==> src/verilog/eqm_pkg.sv <==
// shared constants and carriers for the eee and signal quality management registers
package eqm_pkg;

   ////////////////////////////////////////////////////////////////////////////////
   // clause-22 portal addresses
   localparam logic [4:0]  PORTAL_CTRL_ADDR     = 5'h0D;
   localparam logic [4:0]  PORTAL_DATA_ADDR     = 5'h0E;

   // portal control field positions
   localparam int          FUNC_MSB             = 15;
   localparam int          FUNC_LSB             = 14;
   localparam int          DEVSEL_MSB           = 4;

   // function codes of the portal
   localparam logic [1:0]  FUNC_ADDRESS         = 2'h0;
   localparam logic [1:0]  FUNC_DATA            = 2'h1;
   localparam logic [1:0]  FUNC_DATA_INC_RW     = 2'h2;
   localparam logic [1:0]  FUNC_DATA_INC_WR     = 2'h3;

   ////////////////////////////////////////////////////////////////////////////////
   // mmd devices and register offsets
   localparam logic [4:0]  DEV_EEE              = 5'h07;
   localparam logic [4:0]  DEV_FRONT_END        = 5'h1B;
   localparam logic [4:0]  DEV_QUALITY          = 5'h1C;
   localparam logic [15:0] LOCAL_EEE_ADVERTISE_OFS     = 16'h003C;
   localparam logic [15:0] PARTNER_EEE_ABILITY_OFS     = 16'h003D;
   localparam logic [15:0] FRONT_END_PULSE_CONTROL_OFS = 16'h0000;
   localparam logic [15:0] RECEIVE_QUALITY_INDEX_OFS   = 16'h00AC;

   // field positions
   localparam int          EEE_100_BIT          = 1;
   localparam int          EEE_1000_BIT         = 2;
   localparam int          AMP_MSB              = 7;
   localparam int          AMP_LSB              = 4;
   localparam int          QI_MSB               = 14;
   localparam int          QI_LSB               = 8;

   // writable bits of the advertisement register (7:3, 1, 0)
   localparam logic [15:0] LOCAL_EEE_ADVERTISE_WMASK   = 16'h00FB;

   // reset values
   localparam logic [15:0] LOCAL_EEE_ADVERTISE_RST     = 16'h0000;
   localparam logic [15:0] FRONT_END_PULSE_CONTROL_RST = 16'h0020;
   localparam logic [15:0] MMD_ADDR_RST                = 16'h0000;
   localparam logic [1:0]  FUNC_RST                    = 2'h0;
   localparam logic [4:0]  DEVSEL_RST                  = 5'h00;
   localparam logic [1:0]  PARTNER_RST                 = 2'h0;
   localparam logic [6:0]  QI_RST                      = 7'h00;

   ////////////////////////////////////////////////////////////////////////////////
   // timing
   localparam int          CLK_PERIOD_NS        = 10;
   localparam int          QI_REFRESH_NS        = 1000;
   localparam int          QI_REFRESH_CYC       = QI_REFRESH_NS / CLK_PERIOD_NS;

   ////////////////////////////////////////////////////////////////////////////////
   // carriers
   typedef struct packed {
      logic        wr;
      logic        rd;
      logic [4:0]  addr;
      logic [15:0] wdata;
   } eqm_req_t;

   typedef struct packed {
      logic        valid;
      logic        hit;
      logic [15:0] data;
   } eqm_rsp_t;

endpackage : eqm_pkg

==> src/verilog/eqm_mmd_regs.sv <==
// local_eee_advertise, partner ability, pulse amplitude and quality index behind the mmd portal
// How it works
// [RULE1] 100M EEE advertised only when advertisement bit 1 is set; resets to zero.
// [RULE2] gigabit Local_eee_advertise bit reads zero; never advertised.
// [RULE3] partner bit 1 reads partner's 100M EEE ability; resets zero.
// [RULE4] partner bit 2 reads partner's gigabit EEE ability; resets zero.
// [RULE5] pulse amplitude field bits 7:4, resets 0x2, 0x7 gives large pulse.
// [RULE6] seven-bit quality index in bits 14:8; lower is better.
// [RULE7] portal function: address, data, data inc on all, data inc on writes.
// [RULE8] five-bit device select in portal control picks the mmd device.
// [RULE9] quality index refreshed periodically while link is up.
`timescale 1ns/100ps
module eqm_mmd_regs #(
   parameter int REFRESH_CYC = eqm_pkg::QI_REFRESH_CYC
) (
   // clock and reset
   input  wire logic             clk,
   input  wire logic             sys_rst,
   // clause-22 register access from the management frame decoder
   input  wire eqm_pkg::eqm_req_t req,
   output eqm_pkg::eqm_rsp_t     rsp_ff,
   // link partner and receiver status
   input  wire logic             link_up,
   input  wire logic             partner_eee_100,
   input  wire logic             partner_eee_1000,
   input  wire logic [6:0]       quality_raw,
   // controls to eee and diagnostic logic
   output logic                  eee_adv_100_ff,
   output logic                  eee_adv_1000_ff,
   output logic [3:0]            pulse_amp_ff
);
   import eqm_pkg::*;

   logic [1:0]  func_ff;
   logic [1:0]  nxt_func;
   logic [4:0]  devsel_ff;
   logic [4:0]  nxt_devsel;
   logic [15:0] mmd_addr_ff;
   logic [15:0] nxt_mmd_addr;
   logic [15:0] adv_ff;
   logic [15:0] nxt_adv;
   logic [15:0] pulse_ctl_ff;
   logic [15:0] nxt_pulse_ctl;
   logic [1:0]  partner_ff;
   logic [1:0]  nxt_partner;
   eqm_rsp_t    nxt_rsp;
   logic        nxt_adv_100;
   logic [3:0]  nxt_amp;
   logic [6:0]  quality;
   logic        data_acc;
   logic        inc;
   logic [15:0] mmd_rdata;
   logic [15:0] eh_rdata;

   ////////////////////////////////////////////////////////////////////////////////
   // quality index sampling
   eqm_quality_sampler #(
      .REFRESH_CYC (REFRESH_CYC)
   ) u_sampler (
      .clk         (clk),
      .sys_rst     (sys_rst),
      .link_up     (link_up),
      .quality_raw (quality_raw),
      .quality_ff  (quality)
   );

   ////////////////////////////////////////////////////////////////////////////////
   // indirect register read mux; unmapped registers read zero
   always_comb begin
      mmd_rdata = 16'h0000;
      if (devsel_ff == DEV_EEE && mmd_addr_ff == LOCAL_EEE_ADVERTISE_OFS) begin
         mmd_rdata = adv_ff & LOCAL_EEE_ADVERTISE_WMASK; // [RULE2]
      end else if (devsel_ff == DEV_EEE && mmd_addr_ff == PARTNER_EEE_ABILITY_OFS) begin
         mmd_rdata[EEE_100_BIT]  = partner_ff[0]; // [RULE3]
         mmd_rdata[EEE_1000_BIT] = partner_ff[1]; // [RULE4]
      end else if (devsel_ff == DEV_FRONT_END
                   && mmd_addr_ff == FRONT_END_PULSE_CONTROL_OFS) begin
         mmd_rdata = pulse_ctl_ff;
      end else if (devsel_ff == DEV_QUALITY && mmd_addr_ff == RECEIVE_QUALITY_INDEX_OFS) begin
         mmd_rdata[QI_MSB:QI_LSB] = quality; // [RULE6]
      end
      eh_rdata = (func_ff == FUNC_ADDRESS) ? mmd_addr_ff : mmd_rdata; // [RULE7]
   end

   ////////////////////////////////////////////////////////////////////////////////
   // portal state and register writes
   always_comb begin
      nxt_func      = func_ff;
      nxt_devsel    = devsel_ff;
      nxt_mmd_addr  = mmd_addr_ff;
      nxt_adv       = adv_ff;
      nxt_pulse_ctl = pulse_ctl_ff;
      nxt_partner   = {partner_eee_1000, partner_eee_100}; // [RULE3] [RULE4]
      data_acc      = (req.addr == PORTAL_DATA_ADDR) && (func_ff != FUNC_ADDRESS);
      inc           = 1'b0;
      if (req.wr && req.addr == PORTAL_CTRL_ADDR) begin
         nxt_func   = req.wdata[FUNC_MSB:FUNC_LSB]; // [RULE7]
         nxt_devsel = req.wdata[DEVSEL_MSB:0]; // [RULE8]
      end else if (req.wr && req.addr == PORTAL_DATA_ADDR) begin
         if (func_ff == FUNC_ADDRESS) begin
            nxt_mmd_addr = req.wdata; // [RULE7]
         end else begin
            // writes land in the device that the portal selects
            if (devsel_ff == DEV_EEE && mmd_addr_ff == LOCAL_EEE_ADVERTISE_OFS) begin
               nxt_adv = req.wdata & LOCAL_EEE_ADVERTISE_WMASK; // [RULE1] [RULE2] [RULE8]
            end
            if (devsel_ff == DEV_FRONT_END && mmd_addr_ff == FRONT_END_PULSE_CONTROL_OFS) begin
               nxt_pulse_ctl = req.wdata; // [RULE5] [RULE8]
            end
            inc = (func_ff == FUNC_DATA_INC_RW) || (func_ff == FUNC_DATA_INC_WR); // [RULE7]
         end
      end else if (req.rd && data_acc) begin
         inc = (func_ff == FUNC_DATA_INC_RW); // [RULE7]
      end
      if (inc) begin
         nxt_mmd_addr = mmd_addr_ff + 16'h0001;
      end
   end

   ////////////////////////////////////////////////////////////////////////////////
   // read answer one cycle after the strobe; other addresses answer with hit low
   always_comb begin
      nxt_rsp       = '0;
      nxt_rsp.valid = req.rd;
      if (req.rd && req.addr == PORTAL_CTRL_ADDR) begin
         nxt_rsp.hit  = 1'b1;
         nxt_rsp.data = {func_ff, 9'h000, devsel_ff};
      end else if (req.rd && req.addr == PORTAL_DATA_ADDR) begin
         nxt_rsp.hit  = 1'b1;
         nxt_rsp.data = eh_rdata;
      end
      nxt_adv_100 = nxt_adv[EEE_100_BIT]; // [RULE1]
      nxt_amp     = nxt_pulse_ctl[AMP_MSB:AMP_LSB]; // [RULE5]
   end

   always_ff @(posedge clk) begin
      if (sys_rst) begin
         func_ff         <= FUNC_RST;
         devsel_ff       <= DEVSEL_RST;
         mmd_addr_ff     <= MMD_ADDR_RST;
         adv_ff          <= LOCAL_EEE_ADVERTISE_RST; // [RULE1]
         pulse_ctl_ff    <= FRONT_END_PULSE_CONTROL_RST; // [RULE5]
         partner_ff      <= PARTNER_RST;
         rsp_ff          <= '0;
         eee_adv_100_ff  <= 1'b0;
         eee_adv_1000_ff <= 1'b0;
         pulse_amp_ff    <= FRONT_END_PULSE_CONTROL_RST[AMP_MSB:AMP_LSB];
      end else begin
         func_ff         <= nxt_func;
         devsel_ff       <= nxt_devsel;
         mmd_addr_ff     <= nxt_mmd_addr;
         adv_ff          <= nxt_adv;
         pulse_ctl_ff    <= nxt_pulse_ctl;
         partner_ff      <= nxt_partner;
         rsp_ff          <= nxt_rsp;
         eee_adv_100_ff  <= nxt_adv_100;
         eee_adv_1000_ff <= 1'b0; // [RULE2]
         pulse_amp_ff    <= nxt_amp;
      end
   end

endmodule : eqm_mmd_regs

==> src/verilog/eqm_quality_sampler.sv <==
// periodic sampler of the receive signal quality index
`timescale 1ns/100ps
module eqm_quality_sampler #(
   parameter int REFRESH_CYC = eqm_pkg::QI_REFRESH_CYC
) (
   // clock and reset
   input  wire logic       clk,
   input  wire logic       sys_rst,
   // measurement
   input  wire logic       link_up,
   input  wire logic [6:0] quality_raw,
   // held index
   output logic [6:0]      quality_ff
);
   import eqm_pkg::*;

   generate
      if (REFRESH_CYC < 1) begin : g_bad_refresh
         $error("eqm_quality_sampler: REFRESH_CYC must be at least 1");
      end
   endgenerate

   localparam int CW = $clog2(REFRESH_CYC + 1);
   localparam logic [CW-1:0] LAST = CW'(REFRESH_CYC - 1);

   logic [CW-1:0] div_ff;
   logic [CW-1:0] nxt_div;
   logic          tick;
   logic [6:0]    nxt_quality;

   ////////////////////////////////////////////////////////////////////////////////
   // refresh enable; held while no link so the last good index stays readable
   always_comb begin
      tick        = link_up && (div_ff == LAST);
      nxt_div     = div_ff;
      nxt_quality = quality_ff;
      if (!link_up) begin
         nxt_div = '0;
      end else if (tick) begin
         nxt_div     = '0;
         nxt_quality = quality_raw; // [RULE9]
      end else begin
         nxt_div = div_ff + CW'(1);
      end
   end

   always_ff @(posedge clk) begin
      if (sys_rst) begin
         div_ff     <= '0;
         quality_ff <= QI_RST;
      end else begin
         div_ff     <= nxt_div;
         quality_ff <= nxt_quality;
      end
   end

endmodule : eqm_quality_sampler
==> config.mk <==
export PLATFORM = sky130hd
export DESIGN_NAME = eqm_mmd_regs
export DESIGN_NICKNAME = d
export VERILOG_FILES = /design/src/verilog/eqm_pkg.sv /design/src/verilog/eqm_mmd_regs.sv /design/src/verilog/eqm_quality_sampler.sv
export SDC_FILE = /design/constraint.sdc
export NUM_CORES = 1
export LEC_CHECK = 0
export BUFFER_PORTS_ARGS = -buffer_cell sky130_fd_sc_hd__buf_2
export CELL_PAD_IN_SITES_DETAIL_PLACEMENT = 1
export CELL_PAD_IN_SITES_GLOBAL_PLACEMENT = 1
export CORE_MARGIN = 2
export CORE_UTILIZATION = 30
export DETAILED_ROUTE_END_ITERATION = 10
export HOLD_SLACK_MARGIN = 0.05
export PLACE_DENSITY = 0.66
export SYNTH_ARGS = -nofsm -noshare
export SYNTH_HDL_FRONTEND = slang
export SYNTH_SLANG_ARGS = --single-unit
==> constraint.sdc <==
create_clock -name clk -period 2.25 [get_ports clk]
set_input_delay 0.45 -clock clk [delete_from_list [all_inputs] [get_ports clk]]
set_output_delay 0.45 -clock clk [all_outputs]
set_load 0.02 [all_outputs]
==> flow_summary.json <==
{
  "grt_max_degree": 55,
  "r2r_start": "mmd_addr_ff[1]",
  "synth_area_mm2": 0.00372,
  "syn-num-nets": 460,
  "yosys_warnings": 0,
  "p_int_w": 0.00244,
  "peakVddDrop_uv": 410,
  "synth_xor_area_share_pct": 1.41,
  "vias": 3460,
  "clkLatencyLatePin_ns": 0.34,
  "cp.required_ns": 2.49,
  "final_layout_size_suffix_gt1_share_pct": 23.1,
  "cts_hold_buf": 0,
  "yosysSeqAreaShare_pct": 43.0,
  "use_met2_pct": 30.6,
  "critPathLaunchType": "flip-flop",
  "synth_top_family_by_area": "simple AND/OR/NAND/NOR gates",
  "fin_crit_ns": 2.12,
  "fp.dieH_um": 115,
  "grt_pass1_wl_um": 19300,
  "busiest_layer": "met2",
  "worstSetupEndpointType": "flip-flop",
  "clkPwrFrac_pct": 49.8,
  "fin_skew_ns": 0.00525,
  "grt_pass1_vias": 3618,
  "final_common_cell": "dfxtp_1",
  "final-instance-count-excl-fill": 671,
  "synth_top_area_cell": "dfxtp_1",
  "drt-pass1-iter-count": 4,
  "cts_tree": "built",
  "worstHoldPathType": "input pin to flip-flop",
  "htree_levels": 3,
  "pin_count": 59,
  "die_w_um": 115,
  "synth_edf_count": 0,
  "antenna_left": 0,
  "wl_per_cell_um": 18.1,
  "tns_ns": 0,
  "clk_pin_slew_worst_paths_ns": 0.06,
  "root_buffer": "clkbuf_16",
  "dpl.hpwl_um": 8840,
  "reg2reg_depth": 8,
  "hold_viol": 0,
  "pre_cts_slack_ns": -0.0224,
  "yosysUniqueCellTypes": 58,
  "antenna_found_initial": 0,
  "async_flop_share_pct": 0,
  "fp.dieArea_mm2": 0.0133,
  "slew_viol_final": 0,
  "ys_top_cells_by_area": "dfxtp_1, mux2i_1, nor2_1, a21oi_1, a22o_1",
  "swShare_pct": 21.6,
  "numCtsBuffers": 9,
  "p_per_area_mw_per_mm2": 662,
  "combPwrFrac_pct": 4.3,
  "status": "completed",
  "drc": 0,
  "dp_cells": 655,
  "critical_path_class": "flip-flop to flip-flop",
  "fill_cells": 1430,
  "clock-sinks": 80,
  "overflow": 0,
  "rows": 40,
  "synth.mux.area_fraction_pct": 10.2,
  "maxCapViolCount": 0,
  "routabilityCongestion": 0.834,
  "synth_fa_ha_area_share_pct": 1.34,
  "rsz0062_at_grt": "false",
  "timing.rr.end": "rsp_ff[6]",
  "endpoint": "rsp_ff[6]",
  "pwr-share-seq_pct": 45.9,
  "via_per_inst": 5.16,
  "coreArea_mm2": 0.0121,
  "ys_seq_elements": 80,
  "grt_use_met3_pct": 3.69,
  "cellLeakagePower_nw": 1.85,
  "synthSimpleGateAreaFrac_pct": 21.9,
  "area_growth_pct": 26.6,
  "reg2reg_setup_slack_ns": 0.13,
  "clock_path_buffers": 2,
  "avgSynthCellArea_um2": 8.84,
  "use_met1_pct": 25.9,
  "synth_compound_area_share_pct": 17.6,
  "syn_inst": 421,
  "initialDrtViolationCount": 186,
  "fin_nets": 537,
  "worstPathMaxFanout": 10,
  "mostFrequentLayoutCells": "dfxtp_1, nor2_1, buf_2",
  "slew_headroom_pct": 37.1,
  "antenna_cells": 0,
  "arrival_ns": 2.36,
  "setup_ws_ns": 0.127,
  "grt.total_usage_pct": 19.0,
  "max_freq_mhz": 471,
  "period_share_pct": 94.3,
  "setup_viol": 0,
  "cp-startpoint": "mmd_addr_ff[1]",
  "tightest_slew_ns": 0.937,
  "synth_flop_cell": "dfxtp_1",
  "io_buffers": 57,
  "switchingPower_w": 0.000675,
  "synth_top_area_share_pct": 43.0,
  "start_util_pct": 30.9,
  "routed_wl_um": 12200
}
==> area by class of cell <==
class                      instances  area [µm²]  share of cell area, %
multi-input combinational        307        1980                   42.0
sequential                        80        1600                   34.0
timing repair buffer              90         571                   12.1
clock buffer                      10         229                   4.86
tap                              168         210                   4.46
clock inverter                     6        83.8                   1.78
inverter                          10        37.5                  0.797
==> how the worst min path moves through the flow <==
stage | start | endpoint | slack (ns) | cells after the start
after detailed placement | u_sampler.div_ff[0] | u_sampler.div_ff[0] | 0.44 | 1
after global routing | partner_eee_100 | partner_ff[0] | 0.36 | 2
after CTS | partner_eee_1000 | partner_ff[1] | 0.32 | 2
final | partner_eee_100 | partner_ff[0] | 0.32 | 2
after floorplan | u_sampler.div_ff[0] | u_sampler.div_ff[0] | 0.42 | 1
after global placement | u_sampler.div_ff[0] | u_sampler.div_ff[0] | 0.43 | 1
==> per-layer routing <==
metal	share of wire (%)	wire length (µm)
met5	0	0
met4	1.3	156
met3	4.5	549
met2	48	5820
met1	46	5650
==> metrics by stage <==
step | hold slack, ns | total power (W) | area (µm²) | util (%)
CTS | 0.321 | 0.00315 | 4710 | 39.1
floorplan | 0.418 | 0.00152 | 3720 | -
global route | 0.355 | 0.00322 | 4710 | 39.1
finish | 0.323 | 0.00312 | 4710 | 39.1
detailed placement | 0.438 | 0.00160 | 4390 | 36.4
global placement | 0.430 | 0.00159 | 4390 | 36.4
==> flip-flops by register name (all words and copies together) (netlist names) <==
signal	count
devsel_ff	5
u_sampler.quality_ff	7
mmd_addr_ff	16
pulse_ctl_ff	16
rsp_ff	18
partner_ff	2
u_sampler.div_ff	7
func_ff	2
adv_ff	7
==> synthesized netlist by cell type (5+ instances only) <==
cell      count
dfxtp_1      80
nor2_1       65
mux2i_1      38
a21oi_1      28
nand2_1      23
clkbuf_1     15
a22o_1       13
nor3_1       13
o21ai_0      13
a211oi_1     10
inv_1        10
nand3_1       9
nand4_1       9
and2_1        6
a31oi_1       5
buf_4         5
==> kinds of logic (layout without fill, tap and decap cells) <==
| family | count (synthesis) | count (layout) |
|---|---|---|
| other | 1 | 1 |
| and+or+nand+nor | 162 | 162 |
| buffers and inverters | 34 | 116 |
| AOI/OAI and AO/OA | 96 | 96 |
| muxes | 38 | 38 |
| adders and majority gates | 4 | 4 |
| DFF | 80 | 80 |
| xor gates and xnor gates | 6 | 6 |
==> power groups by stage <==
stage | clock, W | combinational (W) | sequential, W
2_1_floorplan | 0 | 0.0000578 | 0.00146
3_3_place_gp | 0 | 0.000132 | 0.00146
3_5_place_dp | 0 | 0.000134 | 0.00146
4_1_cts | 0.00159 | 0.000135 | 0.00143
5_1_grt | 0.00164 | 0.000148 | 0.00143
6_report | 0.00155 | 0.000135 | 0.00143
==> what timing repair did <==
item	CTS	global route
hold endpoints to repair	0	0
resized for setup	1	0
pin swaps	0	1
endpoints found under the setup margin	7	1
buffers inserted	0	0
==> critical path, stage by stage, from the launching register on <==
cell and delay, ns:
dfxtp_1 0.36, inv_1 0.14, ha_1 0.27, and4b_1 0.29
nand4_1 0.15, nor2_1 0.21, buf_4 0.23, a21oi_1 0.09
a211oi_1 0.28
Note: power is estimated with default switching activity, not from simulation.
